===== src/pkg/fats_pkg.sv =====
package fats_pkg;
  // register port
  localparam int ADDR_W = 8;
  localparam int DATA_W = 16;
  localparam logic [DATA_W-1:0] REG_RESET = 16'h0000;

  // register offsets
  localparam logic [ADDR_W-1:0] OFS_LED_SEL = 8'h14;
  localparam logic [ADDR_W-1:0] OFS_A_TIM = 8'h30;
  localparam logic [ADDR_W-1:0] OFS_A_CNT = 8'h31;
  localparam logic [ADDR_W-1:0] OFS_B_TIM = 8'h35;
  localparam logic [ADDR_W-1:0] OFS_B_CNT = 8'h36;
  localparam logic [ADDR_W-1:0] OFS_PER_HI = 8'h37;
  localparam logic [ADDR_W-1:0] OFS_A_INT = 8'h39;
  localparam logic [ADDR_W-1:0] OFS_B_INT = 8'h3b;
  localparam logic [ADDR_W-1:0] OFS_A_REF = 8'h42;
  localparam logic [ADDR_W-1:0] OFS_A_AFE = 8'h43;
  localparam logic [ADDR_W-1:0] OFS_B_REF = 8'h44;
  localparam logic [ADDR_W-1:0] OFS_B_AFE = 8'h45;
  localparam logic [ADDR_W-1:0] OFS_CATH = 8'h54;
  localparam logic [ADDR_W-1:0] OFS_MATH = 8'h58;
  localparam logic [ADDR_W-1:0] OFS_B_FLT = 8'h59;
  localparam logic [ADDR_W-1:0] OFS_A_FLT = 8'h5e;

  // field positions and widths
  localparam int SEL_A_LSB = 0;
  localparam int SEL_B_LSB = 2;
  localparam int FLT_EN_LSB = 13;
  localparam int PRECON_LSB = 8;
  localparam int PER_LO_LSB = 0;
  localparam int PER_HI_A_LSB = 0;
  localparam int PER_HI_B_LSB = 8;
  localparam int CONW_LSB = 8;
  localparam int OFF_LSB = 0;
  localparam int IW_LSB = 11;
  localparam int IST_LSB = 0;
  localparam int PCNT_LSB = 8;
  localparam int MATH_A_LSB = 1;
  localparam int MATH_B_LSB = 5;
  localparam int REF_LSB = 4;
  localparam int CATH_OVR_BIT = 7;
  localparam int CATH_A_LSB = 8;
  localparam int CATH_B_LSB = 10;

  // field codes
  localparam logic [1:0] SEL_FLOAT = 2'h0;
  localparam logic [1:0] FLT_EN_ON = 2'h3;
  localparam logic [1:0] MATH_SUB_ADD = 2'h2;

  // timing, fine unit is 6.25 ns so both 1 us and 31.25 ns are whole counts
  localparam int T_W = 18;
  localparam int CLK_PERIOD_PS = 100000;
  localparam int FINE_PS = 6250;
  localparam int US_PS = 1000000;
  localparam int STEP_PS = 31250;
  localparam int INT_LATENCY_PS = 9250000;
  localparam logic [T_W-1:0] FINE_STEP = T_W'(CLK_PERIOD_PS / FINE_PS);
  localparam logic [T_W-1:0] FINE_PER_US = T_W'(US_PS / FINE_PS);
  localparam logic [T_W-1:0] FINE_PER_STEP = T_W'(STEP_PS / FINE_PS);
  localparam logic [T_W-1:0] INT_LATENCY_FINE = T_W'(INT_LATENCY_PS / FINE_PS);

  // sequencer and integrator states
  typedef enum logic [5:0] {
    S_IDLE = 6'b000001,
    S_LAUNCH = 6'b000010,
    S_PRECON = 6'b000100,
    S_FLOAT = 6'b001000,
    S_CONNECT = 6'b010000,
    S_DRAIN = 6'b100000
  } fats_state_type;

  typedef enum logic [4:0] {
    I_IDLE = 5'b00001,
    I_CLEAR = 5'b00010,
    I_POS = 5'b00100,
    I_NEG = 5'b01000,
    I_HOLD = 5'b10000
  } fats_int_type;
endpackage


===== src/logic/fats_sequencer.sv =====
module fats_sequencer #(
  parameter int ADC_W = 14,
  parameter int ACC_W = 24
) (
  // clock and reset
  input wire logic MCLK_I,
  input wire logic RST_I,
  // register port
  input wire logic [fats_pkg::ADDR_W-1:0] REG_ADDR_I,
  input wire logic [fats_pkg::DATA_W-1:0] REG_WDATA_I,
  input wire logic REG_WR_I,
  input wire logic REG_RD_I,
  output logic [fats_pkg::DATA_W-1:0] REG_RDATA_O,
  // sample control
  input wire logic SLOT_START_I,
  output logic SEQ_BUSY_O,
  output logic ACTIVE_SLOT_B_O,
  // analog front end
  input wire logic [1:0] CATHODE_DEFAULT_I,
  output logic PD_CONNECT_O,
  output logic [1:0] CATHODE_SEL_O,
  output logic [1:0] AMP_REF_O,
  output logic [fats_pkg::DATA_W-1:0] AFE_CFG_O,
  output logic INT_RESET_O,
  output logic INT_POS_O,
  output logic INT_NEG_O,
  output logic INT_HOLD_O,
  // converter
  input wire logic [ADC_W-1:0] ADC_DATA_I,
  input wire logic ADC_DONE_I,
  output logic ADC_SAMPLE_O,
  // result
  output logic [ACC_W-1:0] RESULT_O,
  output logic RESULT_SLOT_B_O,
  output logic RESULT_VALID_O
);
  import fats_pkg::*;

  ////////////////////////////////////////////////////////////////////////////
  // register file

  // maps an offset to {hit, index}; unmapped offsets give no hit
  function automatic logic [4:0] reg_slot(input logic [ADDR_W-1:0] a);
    case (a)
      OFS_LED_SEL: reg_slot = 5'h10;
      OFS_A_TIM: reg_slot = 5'h11;
      OFS_A_CNT: reg_slot = 5'h12;
      OFS_B_TIM: reg_slot = 5'h13;
      OFS_B_CNT: reg_slot = 5'h14;
      OFS_PER_HI: reg_slot = 5'h15;
      OFS_A_INT: reg_slot = 5'h16;
      OFS_B_INT: reg_slot = 5'h17;
      OFS_A_REF: reg_slot = 5'h18;
      OFS_A_AFE: reg_slot = 5'h19;
      OFS_B_REF: reg_slot = 5'h1a;
      OFS_B_AFE: reg_slot = 5'h1b;
      OFS_CATH: reg_slot = 5'h1c;
      OFS_MATH: reg_slot = 5'h1d;
      OFS_B_FLT: reg_slot = 5'h1e;
      OFS_A_FLT: reg_slot = 5'h1f;
      default: reg_slot = 5'h00;
    endcase
  endfunction

  // converts a microsecond field to fine units of 6.25 ns
  function automatic logic [T_W-1:0] us_to_fine(input logic [9:0] us);
    return T_W'(us) * FINE_PER_US;
  endfunction

  logic [DATA_W-1:0] regs [16];
  logic [4:0] acc_slot;
  logic reg_hit;
  logic [3:0] reg_idx;

  assign acc_slot = reg_slot(REG_ADDR_I);
  assign reg_hit = acc_slot[4];
  assign reg_idx = acc_slot[3:0];

  // writes store the whole word; reads of unmapped offsets return zero
  always_ff @(posedge MCLK_I) begin
    if (RST_I) begin
      for (int i = 0; i < 16; i++) begin
        regs[i] <= REG_RESET;
      end
      REG_RDATA_O <= REG_RESET;
    end else begin
      if (REG_WR_I && reg_hit) begin
        regs[reg_idx] <= REG_WDATA_I;
      end
      if (REG_RD_I) begin
        REG_RDATA_O <= reg_hit ? regs[reg_idx] : REG_RESET;
      end
    end
  end

  ////////////////////////////////////////////////////////////////////////////
  // per-slot field selection

  fats_state_type state;
  fats_state_type next_state;
  fats_int_type istate;
  fats_int_type next_istate;
  logic slot_b;
  logic [DATA_W-1:0] r_tim, r_cnt, r_int, r_flt, r_ref, r_afe;
  logic [1:0] sel_f, en_f, math_f, cath_f, per_hi;
  logic [4:0] precon_us, conw_us, iw_us;
  logic [7:0] off_us, pcnt;
  logic [9:0] per_us;
  logic [10:0] ist;
  logic float_on;

  // one set of fields per slot; the slot flag picks which set drives timing
  assign r_tim = slot_b ? regs[4'h3] : regs[4'h1];
  assign r_cnt = slot_b ? regs[4'h4] : regs[4'h2];
  assign r_int = slot_b ? regs[4'h7] : regs[4'h6];
  assign r_ref = slot_b ? regs[4'ha] : regs[4'h8];
  assign r_afe = slot_b ? regs[4'hb] : regs[4'h9];
  assign r_flt = slot_b ? regs[4'he] : regs[4'hf];
  assign sel_f = slot_b ? regs[4'h0][SEL_B_LSB +: 2] : regs[4'h0][SEL_A_LSB +: 2];
  assign per_hi = slot_b ? regs[4'h5][PER_HI_B_LSB +: 2] : regs[4'h5][PER_HI_A_LSB +: 2];
  assign math_f = slot_b ? regs[4'hd][MATH_B_LSB +: 2] : regs[4'hd][MATH_A_LSB +: 2];
  assign cath_f = slot_b ? regs[4'hc][CATH_B_LSB +: 2] : regs[4'hc][CATH_A_LSB +: 2];
  assign en_f = r_flt[FLT_EN_LSB +: 2];
  assign precon_us = r_flt[PRECON_LSB +: 5];
  assign conw_us = r_tim[CONW_LSB +: 5];
  assign off_us = r_tim[OFF_LSB +: 8];
  assign pcnt = r_cnt[PCNT_LSB +: 8];
  assign per_us = {per_hi, r_cnt[PER_LO_LSB +: 8]};
  assign iw_us = r_int[IW_LSB +: 5];
  assign ist = r_int[IST_LSB +: 11];
  assign float_on = (sel_f == SEL_FLOAT) && (en_f == FLT_EN_ON);

  ////////////////////////////////////////////////////////////////////////////
  // event times within the current pulse, in fine units

  logic [T_W-1:0] t, t_next, ic, ic_next;
  logic [T_W-1:0] precon_fine, conw_fine, off_fine, per_fine, iw_fine;
  logic [T_W-1:0] int_start_fine, lead, conn_at, conn_end, pos_at;
  logic [7:0] pulse_idx, fired_cnt, done_cnt;
  logic first_pulse, last_pulse;

  assign precon_fine = us_to_fine(10'(precon_us));
  assign conw_fine = us_to_fine(10'(conw_us));
  assign off_fine = us_to_fine(10'(off_us));
  assign per_fine = us_to_fine(per_us);
  assign iw_fine = us_to_fine(10'(iw_us));
  // start field plus fixed front end latency gives the positive phase start
  assign int_start_fine = T_W'(ist) * FINE_PER_STEP + INT_LATENCY_FINE;
  assign lead = (off_fine > int_start_fine) ? off_fine - int_start_fine : '0;
  assign first_pulse = (pulse_idx == 8'h00);
  assign last_pulse = ((pulse_idx + 8'h01) == pcnt);
  // only pulse one may be short; later floats all last the period
  assign conn_at = first_pulse ? off_fine : per_fine;
  assign conn_end = conn_at + conw_fine;
  // the integrator keeps its lead on the dump in every pulse that fires on time and whose float is at least the lead
  assign pos_at = (conn_at > lead) ? conn_at - lead : '0;
  assign t_next = t + FINE_STEP;
  assign ic_next = ic + FINE_STEP;

  ////////////////////////////////////////////////////////////////////////////
  // pulse sequencer

  logic running, fire, take, subtract, restart;

  assign running = (state == S_PRECON) || (state == S_FLOAT) ||
                   (state == S_CONNECT) || (state == S_DRAIN);
  // a late pulse is still integrated once the integrator frees up, so no
  // result is lost, but its window then no longer lines up with the dump
  assign fire = running && (istate == I_IDLE) && (fired_cnt != pcnt) &&
                ((state == S_DRAIN) || (fired_cnt < pulse_idx) || (t >= pos_at));
  assign take = (istate == I_HOLD) && ADC_DONE_I;
  assign subtract = (math_f == MATH_SUB_ADD) && (done_cnt == 8'h00);
  assign restart = (state == S_LAUNCH) ||
                   ((state == S_CONNECT) && (next_state == S_FLOAT));

  // next sequencer state
  always_comb begin
    next_state = state;
    unique case (state)
      S_IDLE: begin
        if (SLOT_START_I) begin
          next_state = S_LAUNCH;
        end
      end
      S_LAUNCH: begin
        if (float_on && (pcnt != 8'h00)) begin
          next_state = S_PRECON;
        end else if (slot_b) begin
          next_state = S_IDLE;
        end
      end
      S_PRECON: begin
        if (t_next >= precon_fine) begin
          next_state = S_FLOAT;
        end
      end
      S_FLOAT: begin
        if (t_next >= conn_at) begin
          next_state = S_CONNECT;
        end
      end
      S_CONNECT: begin
        if (t_next >= conn_end) begin
          next_state = last_pulse ? S_DRAIN : S_FLOAT;
        end
      end
      S_DRAIN: begin
        if ((done_cnt == pcnt) && (istate == I_IDLE)) begin
          next_state = slot_b ? S_IDLE : S_LAUNCH;
        end
      end
    endcase
  end

  // pulse time base and slot bookkeeping
  always_ff @(posedge MCLK_I) begin
    if (RST_I) begin
      state <= S_IDLE;
      t <= '0;
      slot_b <= 1'b0;
      pulse_idx <= 8'h00;
    end else begin
      state <= next_state;
      t <= restart ? '0 : t_next;
      if (state == S_IDLE) begin
        slot_b <= 1'b0;
      end else if (next_state == S_LAUNCH) begin
        slot_b <= (state == S_LAUNCH) || (state == S_DRAIN);
      end
      if (state == S_LAUNCH) begin
        pulse_idx <= 8'h00;
      end else if ((state == S_CONNECT) && (next_state != S_CONNECT)) begin
        pulse_idx <= pulse_idx + 8'h01;
      end
    end
  end

  ////////////////////////////////////////////////////////////////////////////
  // integrator phases and accumulation

  always_comb begin
    next_istate = istate;
    unique case (istate)
      I_IDLE: begin
        if (fire) begin
          next_istate = I_CLEAR;
        end
      end
      I_CLEAR: next_istate = I_POS;
      I_POS: begin
        if (ic_next >= iw_fine) begin
          next_istate = I_NEG;
        end
      end
      I_NEG: begin
        if (ic_next >= iw_fine) begin
          next_istate = I_HOLD;
        end
      end
      I_HOLD: begin
        if (ADC_DONE_I) begin
          next_istate = I_IDLE;
        end
      end
    endcase
  end

  // counters restart at each slot; the sum is signed two's complement
  always_ff @(posedge MCLK_I) begin
    if (RST_I) begin
      istate <= I_IDLE;
      ic <= '0;
      fired_cnt <= 8'h00;
      done_cnt <= 8'h00;
      RESULT_O <= '0;
    end else begin
      istate <= next_istate;
      ic <= (istate != next_istate) ? '0 : ic_next;
      if (state == S_LAUNCH) begin
        fired_cnt <= 8'h00;
        done_cnt <= 8'h00;
        RESULT_O <= '0;
      end else begin
        if (fire) begin
          fired_cnt <= fired_cnt + 8'h01;
        end
        if (take) begin
          done_cnt <= done_cnt + 8'h01;
          RESULT_O <= subtract ? RESULT_O - ACC_W'(ADC_DATA_I)
                               : RESULT_O + ACC_W'(ADC_DATA_I);
        end
      end
    end
  end

  ////////////////////////////////////////////////////////////////////////////
  // analog controls and status

  // PD_CONNECT_O and RESULT_VALID_O are registered from next states so they switch with the state; RESULT_SLOT_B_O takes slot_b,
  // CATHODE_SEL_O takes CATHODE_DEFAULT_I unless the override bit is set, the rest follow the registers
  always_ff @(posedge MCLK_I) begin
    if (RST_I) begin
      PD_CONNECT_O <= 1'b0;
      CATHODE_SEL_O <= 2'h0;
      AMP_REF_O <= 2'h0;
      AFE_CFG_O <= REG_RESET;
      RESULT_VALID_O <= 1'b0;
      RESULT_SLOT_B_O <= 1'b0;
    end else begin
      PD_CONNECT_O <= (next_state == S_PRECON) || (next_state == S_CONNECT);
      CATHODE_SEL_O <= regs[4'hc][CATH_OVR_BIT] ? cath_f : CATHODE_DEFAULT_I;
      AMP_REF_O <= r_ref[REF_LSB +: 2];
      AFE_CFG_O <= r_afe;
      RESULT_VALID_O <= (state == S_DRAIN) && (next_state != S_DRAIN);
      if ((state == S_DRAIN) && (next_state != S_DRAIN)) begin
        RESULT_SLOT_B_O <= slot_b;
      end
    end
  end

  // phase strobes decode the integrator state flops
  assign INT_RESET_O = (istate == I_CLEAR);
  assign INT_POS_O = (istate == I_POS);
  assign INT_NEG_O = (istate == I_NEG);
  assign INT_HOLD_O = (istate == I_HOLD);
  assign ADC_SAMPLE_O = (istate == I_NEG) && (next_istate == I_HOLD);
  assign SEQ_BUSY_O = (state != S_IDLE);
  assign ACTIVE_SLOT_B_O = slot_b;
endmodule


===== config.mk =====
export PLATFORM = sky130hd
export DESIGN_NAME = fats_sequencer
export DESIGN_NICKNAME = d
export VERILOG_FILES = /design/src/pkg/fats_pkg.sv /design/src/logic/fats_sequencer.sv
export SDC_FILE = /design/constraint.sdc
export NUM_CORES = 1
export LEC_CHECK = 0
export BUFFER_PORTS_ARGS = -buffer_cell sky130_fd_sc_hd__buf_4
export CAP_MARGIN = 20
export CORE_MARGIN = 5
export CORE_UTILIZATION = 30
export CTS_CLUSTER_DIAMETER = 60
export CTS_CLUSTER_SIZE = 28
export DETAILED_ROUTE_END_ITERATION = 16
export SLEW_MARGIN = 15
export SYNTH_ARGS = -nofsm -noshare
export SYNTH_HDL_FRONTEND = slang
export SYNTH_SLANG_ARGS = --single-unit

===== constraint.sdc =====
create_clock -name MCLK_I -period 14.41 [get_ports MCLK_I]
set_clock_uncertainty 0.05 [all_clocks]
set_input_delay 2.882 -clock MCLK_I [delete_from_list [all_inputs] [get_ports MCLK_I]]
set_output_delay 2.882 -clock MCLK_I [all_outputs]
set_load 0.1 [all_outputs]

==> results of run 1 <==
-- final cells by class --
type	instances	area (µm²)	area share (%)
Tap cell	1070	1340	4.78
Inverter	100	375	1.34
Sequential cell	383	10200	36.5
Clock inverter	26	395	1.41
Timing Repair Buffer	160	1200	4.29
Clock buffer	30	751	2.68
Multi-Input combinational cell	2064	13700	49.0
-- synth_stat cells, types with 8 or more instances --
cell type	count
xnor2_1	92
mux2i_1	48
ha_1	188
a21oi_1	151
mux2_2	42
and2_1	264
a22o_1	13
nor3_1	35
or3_1	20
nand4_1	20
nand2b_1	21
nand2_1	375
and3_1	28
nand3_1	171
nor4_1	24
clkbuf_1	114
dfxtp_1	127
o21bai_1	8
nor3b_1	10
a211oi_1	12
o21ai_0	84
nor2b_1	38
edfxtp_1	256
inv_1	100
o21a_1	22
a21o_1	43
buf_1	11
or2_2	11
fa_1	13
nor2_1	137
xor2_1	63
a31oi_1	13
-- worst paths after layout --
check	cells after the start	start	endpoint
max	40	ACTIVE_SLOT_B_O$_SDFFE_PP0N_	ic[9]$_SDFF_PP0_
min	2	RESULT_O[5]$_SDFFE_PP0P_	RESULT_O[5]$_SDFFE_PP0P_
max reg2reg	40	ACTIVE_SLOT_B_O$_SDFFE_PP0N_	ic[9]$_SDFF_PP0_
min reg2reg	2	RESULT_O[5]$_SDFFE_PP0P_	RESULT_O[5]$_SDFFE_PP0P_
-- flip-flops by register name, indices dropped and copies added (netlist names), 2 cells and up --
register and cells:
regs 256, RESULT_O 24, AFE_CFG_O 16, REG_RDATA_O 16
ic 14, t 14, done_cnt 8, fired_cnt 8
pulse_idx 8, state 6, istate 5, AMP_REF_O 2
CATHODE_SEL_O 2
-- metal layers --
metal  GRT usage (%)  vias up
li1                -     9540
met1            22.1     9382
met2            25.6      507
met3            2.31       91
met4            4.16        0
met5               0        -
-- critical path: cells and delay by family (launching register included) --
kind	cells	cell delay [ns]
AO/OA/AOI/OAI	20	4.28
XOR/XNOR	1	0.14
adder cells (fa/ha/maj)	7	2.04
buffers and inverters	3	0.22
flip-flops	1	0.75
multiplexers	1	0.47
AND/OR/NAND/NOR	8	1.86
-- report_power, final --
part	total, mW	internal (mW)	switching (mW)
clock	0.963	0.450	0.513
sequential	1.24	1.21	0.0244
combinational	1.19	0.471	0.717
-- cell families (layout without fill, tap and decap cells) --
logic type / Yosys count / after routing / share of synthesized area, %
simple gates: 1191 / 1191 / 24.3
compound gates: 427 / 427 / 11.1
flops: 383 / 383 / 41.2
buf+inv: 230 / 316 / 3.57
fa+ha+maj: 201 / 201 / 10.5
xor+xnor: 155 / 155 / 5.47
mux: 90 / 90 / 3.84
==> results.md, run 1 <==
- Synth warn: 0
- Clock tree root buffer cell: clkbuf_16
- Routed Antenna Nets: 0
- Syn-to-layout area delta: 13.0%
- Max Slew Vio Count: 0
- Initial DRT Pass Iterations: 5
- Routed length per instance: 18.9 µm
- Mapped Avg Cell Area: 9.26 µm²
- WL met1: 33700 µm
- Final WL: 72600 µm
- HP Class: reg -> reg
- Fin nets: 2986
- Initial DRC count: 1505
- Fmax achieved: 0.101 GHz
- CTS Buffer Depth: 3
- Crit-path max cell delay: 0.75 ns
- H-tree depth: 1
- CP arrival: 10.40 ns
- CTS tree: done
- Total clock buffers created by CTS: 30
- Final setup vio count: 0
- Worst Path Required: 14.90 ns
- Crit path kind: reg -> reg
- Final period utilization: 68.8%
- Post-synth ARST share: 0%
- Antenna violations before repair: 0
- Core area: 82000 µm²
- Worst-Skew Late Latency: 0.62 ns
- Status: completed
- Final min period: 9.91 ns
- Post-layout util: 34.2%
- Pwr Total: 3.39 mW
- Crit path launch type: register
- Die height: 298 µm
- Synth cell types: 83
- Most common cell after layout, fill and taps aside: nand2_1
- PortBufs: 115
- Drc violations: 0
- Slew headroom: 28.8%
- Worst-margin pin slew: 1.06 ns
- Vias in the first global route: 18700
- Commonest non-fill, non-tap cells in the layout: nand2_1 (374), and2_1 (264), edfxtp_1 (256)
- Share of Yosys cell area claimed by the top area cell type: 31.0%
- Top sig layer: met4
- Ports: 116
- CTS Sinks: 383
- Rows: 105
- Fill count: 8444
- Critical path's slowest cell: dfxtp_4
- Initial Util: 30.3%
- P_leak: 11.2 nW
- First-pass GRT wire length: 112000 µm
- Postcts setup bufs: 0
- Post-synth top flop: edfxtp_1
- GRT overflow: 0
- Post-Layout Cell Count: 3833
- Vias: 19500
- Power per cell area: 121 nW/µm²
- Global placer's final weighted congestion: 0.849
- Antenna diodes: 0
- CP endpoint kind: register
- Largest net degree at the start of global routing: 77
- DPL Wire Length: 51700 µm
- Post-synthesis instance total: 2677
- Register area share after synthesis: 41.2%
- Sum Neg Setup Slack: 0 ns
- Flop2flop setup slack: 4.50 ns
- Synth area leader: edfxtp_1
- Fraction of layout cells with a size suffix above 1: 10.8%
- Post-CTS Resized: 0
- Max VDD drop: 0.0000923 V
- DIE AREA: 88500 µm²
- WL met2: 33100 µm
- Final hold vios: 0
- Number of synthesized flops with an enable pin: 256
- Post-Place Setup Slack: 4.48 ns
- DP Area: 26800 µm²
- Cell area after layout: 28000 µm²
- Synth Net Count: 2924
- Hold Slack: 0.430 ns
- Max-cap violations: 0
- Synth Register Bits: 383
- Ranking of synthesized cells by area: edfxtp_1 (31%), dfxtp_1 (10%), ha_1 (9.5%)
- # hold bufs at CTS: 0
- GRT Total Usage: 15.8%
- Largest fanout on the critical path: 41
- Setup WS post-layout: 4.50 ns
- Die W: 298 µm
- Mapped Area: 24800 µm²
- Clk pin slew, worst setup/hold paths: 0.08 ns
- Avg Vias per Cell: 5.09
- Post-placement cell count: 3773
- RSZ-0062 raised after global routing: false
- Metal3 WL: 3800 µm
Note: power is estimated with default switching activity, not from simulation.
==> inputs of run 2 (changes only) <==
clock period = 8.15 ns   (was 14.41 ns; I/O delays follow)
==> run 2 against run 1 <==
  * Power grew 84%
  * Critical path depth grew 2
  * Sequential power grew 77%
  * Setup slack lost 4.4 ns
  * Sequential cell count is the same
  * Register-to-register slack lost 4.4 ns
==> results.md, run 2 (synthesis gave the netlist of run 1 again) <==
- Vias: 19600 (was 19500)
- Clock tree root buffer cell: clkbuf_16 (unchanged)
- Initial DRT Pass Iterations: 5 (unchanged)
- Die W: 298 µm (unchanged)
- GRT overflow: 0 (unchanged)
- Cell area after layout: 28700 µm² (was 28000 µm²)
- CP arrival: 8.57 ns (was 10.40 ns)
- DP Area: 27200 µm² (was 26800 µm²)
- Crit path kind: reg -> reg (unchanged)
- Max-cap violations: 0 (unchanged)
- Avg Vias per Cell: 5.08 (was 5.09)
- Final hold vios: 0 (unchanged)
- Worst-margin pin slew: 1.18 ns (was 1.06 ns)
- Ports: 116 (unchanged)
- Hold Slack: 0.429 ns (was 0.430 ns)
- Post-Layout Cell Count: 3865 (was 3833)
- P_leak: 11.5 nW (was 11.2 nW)
- Slew headroom: 21.3% (was 28.8%)
- CTS Buffer Depth: 3 (unchanged)
- Final period utilization: 99.0% (was 68.8%)
- Status: completed (unchanged)
- Largest fanout on the critical path: 8 (was 41)
- CTS Sinks: 383 (unchanged)
- Syn-to-layout area delta: 15.6% (was 13.0%)
- Global placer's final weighted congestion: 0.841 (was 0.849)
- Largest registers: regs: 256 flops, RESULT_O: 24 flops (unchanged)
- Routed length per instance: 18.5 µm (was 18.9 µm)
- Rows: 105 (unchanged)
- Commonest non-fill, non-tap cells in the layout: nand2_1 (369), and2_1 (264), edfxtp_1 (256) (was nand2_1 (374), and2_1 (264), edfxtp_1 (256))
- Largest net degree at the start of global routing: 130 (was 77)
- Max VDD drop: 0.000172 V (was 0.0000923 V)
- Sum Neg Setup Slack: 0 ns (unchanged)
- Final WL: 71500 µm (was 72600 µm)
- Post-placement cell count: 3789 (was 3773)
- # hold bufs at CTS: 0 (unchanged)
- GRT Total Usage: 15.5% (was 15.8%)
- Final setup vio count: 0 (unchanged)
- Post-Place Setup Slack: -0.0428 ns (was 4.48 ns)
- Die height: 298 µm (unchanged)
- Initial Util: 30.3% (unchanged)
- PortBufs: 115 (unchanged)
- Critical path's slowest cell: dfxtp_4 (unchanged)
- Clk pin slew, worst setup/hold paths: 0.08 ns (about the same)
- Crit path launch type: register (unchanged)
- Setup WS post-layout: 0.0778 ns (was 4.50 ns)
- Total clock buffers created by CTS: 29 (was 30)
- Worst-Skew Late Latency: 0.64 ns (was 0.62 ns)
- CP endpoint kind: register (unchanged)
- Fmax achieved: 0.124 GHz (was 0.101 GHz)
- Max Slew Vio Count: 0 (unchanged)
- DPL Wire Length: 51400 µm (was 51700 µm)
- CTS tree: done (unchanged)
- First-pass GRT wire length: 111000 µm (was 112000 µm)
- Routed Antenna Nets: 0 (unchanged)
- Fin nets: 3018 (was 2986)
- Crit-path max cell delay: 0.43 ns (was 0.75 ns)
- Final min period: 8.07 ns (was 9.91 ns)
- RSZ-0062 raised after global routing: true (was false)
- Fraction of layout cells with a size suffix above 1: 13.7% (was 10.8%)
- Initial DRC count: 1586 (was 1505)
- H-tree depth: 1 (unchanged)
- Vias in the first global route: 19000 (was 18700)
- Largest Register: regs (unchanged)
- Power per cell area: 217 nW/µm² (was 121 nW/µm²)
- Core area: 82000 µm² (unchanged)
- Antenna violations before repair: 2 (was 0)
- Drc violations: 0 (unchanged)
- Worst Path Required: 8.64 ns (was 14.90 ns)
- Most common cell after layout, fill and taps aside: nand2_1 (unchanged)
- Max reg flops: 256 (unchanged)
- HP Class: reg -> reg (unchanged)
- Most used cell, CP: a21o_1
- DIE AREA: 88500 µm² (unchanged)
-- run 2: what timing repair did --
action                     CTS  global route
cloned                       0             1
gates resized for setup      3            50
pin swaps                    2            28
setup endpoints to repair   19            24
buffers inserted             5            10
-- run 2: per-stage QoR --
stage	power [mW]	util [%]
after floorplan	3.98	-
after global placement	4.47	33.1
after detailed placement	4.47	33.1
after CTS	6.14	34.5
after global routing	6.63	35.0
final	6.23	35.0
-- run 2: routing by layer --
| layer | share of wire [%] | global-route usage, % | up-vias |
|---|---|---|---|
| met2 | 45 | 25.1 | 511 |
| met3 | 5.7 | 2.17 | 89 |
| met4 | 2.4 | 3.59 | 0 |
| met5 | 0 | 0 | - |
| met1 | 47 | 22.0 | 9447 |
| li1 | - | - | 9598 |
-- run 2: area by class of cell --
cell class,count,area [µm²]
fill,8391,53300
multi-input combinational,2065,14100
sequential,383,10200
timing repair buffer,192,1480
tap,1070,1340
clock buffer,29,726
clock inverter,25,377
inverter,100,375
antenna,1,2.50
-- run 2: worst max-delay path: cells and delay by family (launching register included) --
kind                     cells  cell delay [ns]
flip-flops                   1             0.43
XOR/XNOR                     1             0.12
adder cells (fa/ha/maj)      7             1.69
AND/OR/NAND/NOR              8             1.48
multiplexers                 1             0.23
AO/OA/AOI/OAI               20             3.53
buffers and inverters        5             0.43
-- run 2: power breakdown --
group | internal, mW | leakage [nW] | switching (mW) | total, mW
clock network | 0.744 | 0.523 | 0.897 | 1.64
registers | 2.14 | 3.46 | 0.0436 | 2.19
logic | 1.04 | 7.47 | 1.36 | 2.40
-- run 2: worst paths after layout --
path                                 from                   endpoint  slack (ns)  depth (start not counted)
max          ACTIVE_SLOT_B_O$_SDFFE_PP0N_          ic[11]$_SDFF_PP0_        0.08                         42
min             RESULT_O[21]$_SDFFE_PP0P_  RESULT_O[21]$_SDFFE_PP0P_        0.43                          2
max reg2reg  ACTIVE_SLOT_B_O$_SDFFE_PP0N_          ic[11]$_SDFF_PP0_        0.08                         42
min reg2reg     RESULT_O[21]$_SDFFE_PP0P_  RESULT_O[21]$_SDFFE_PP0P_        0.43                          2
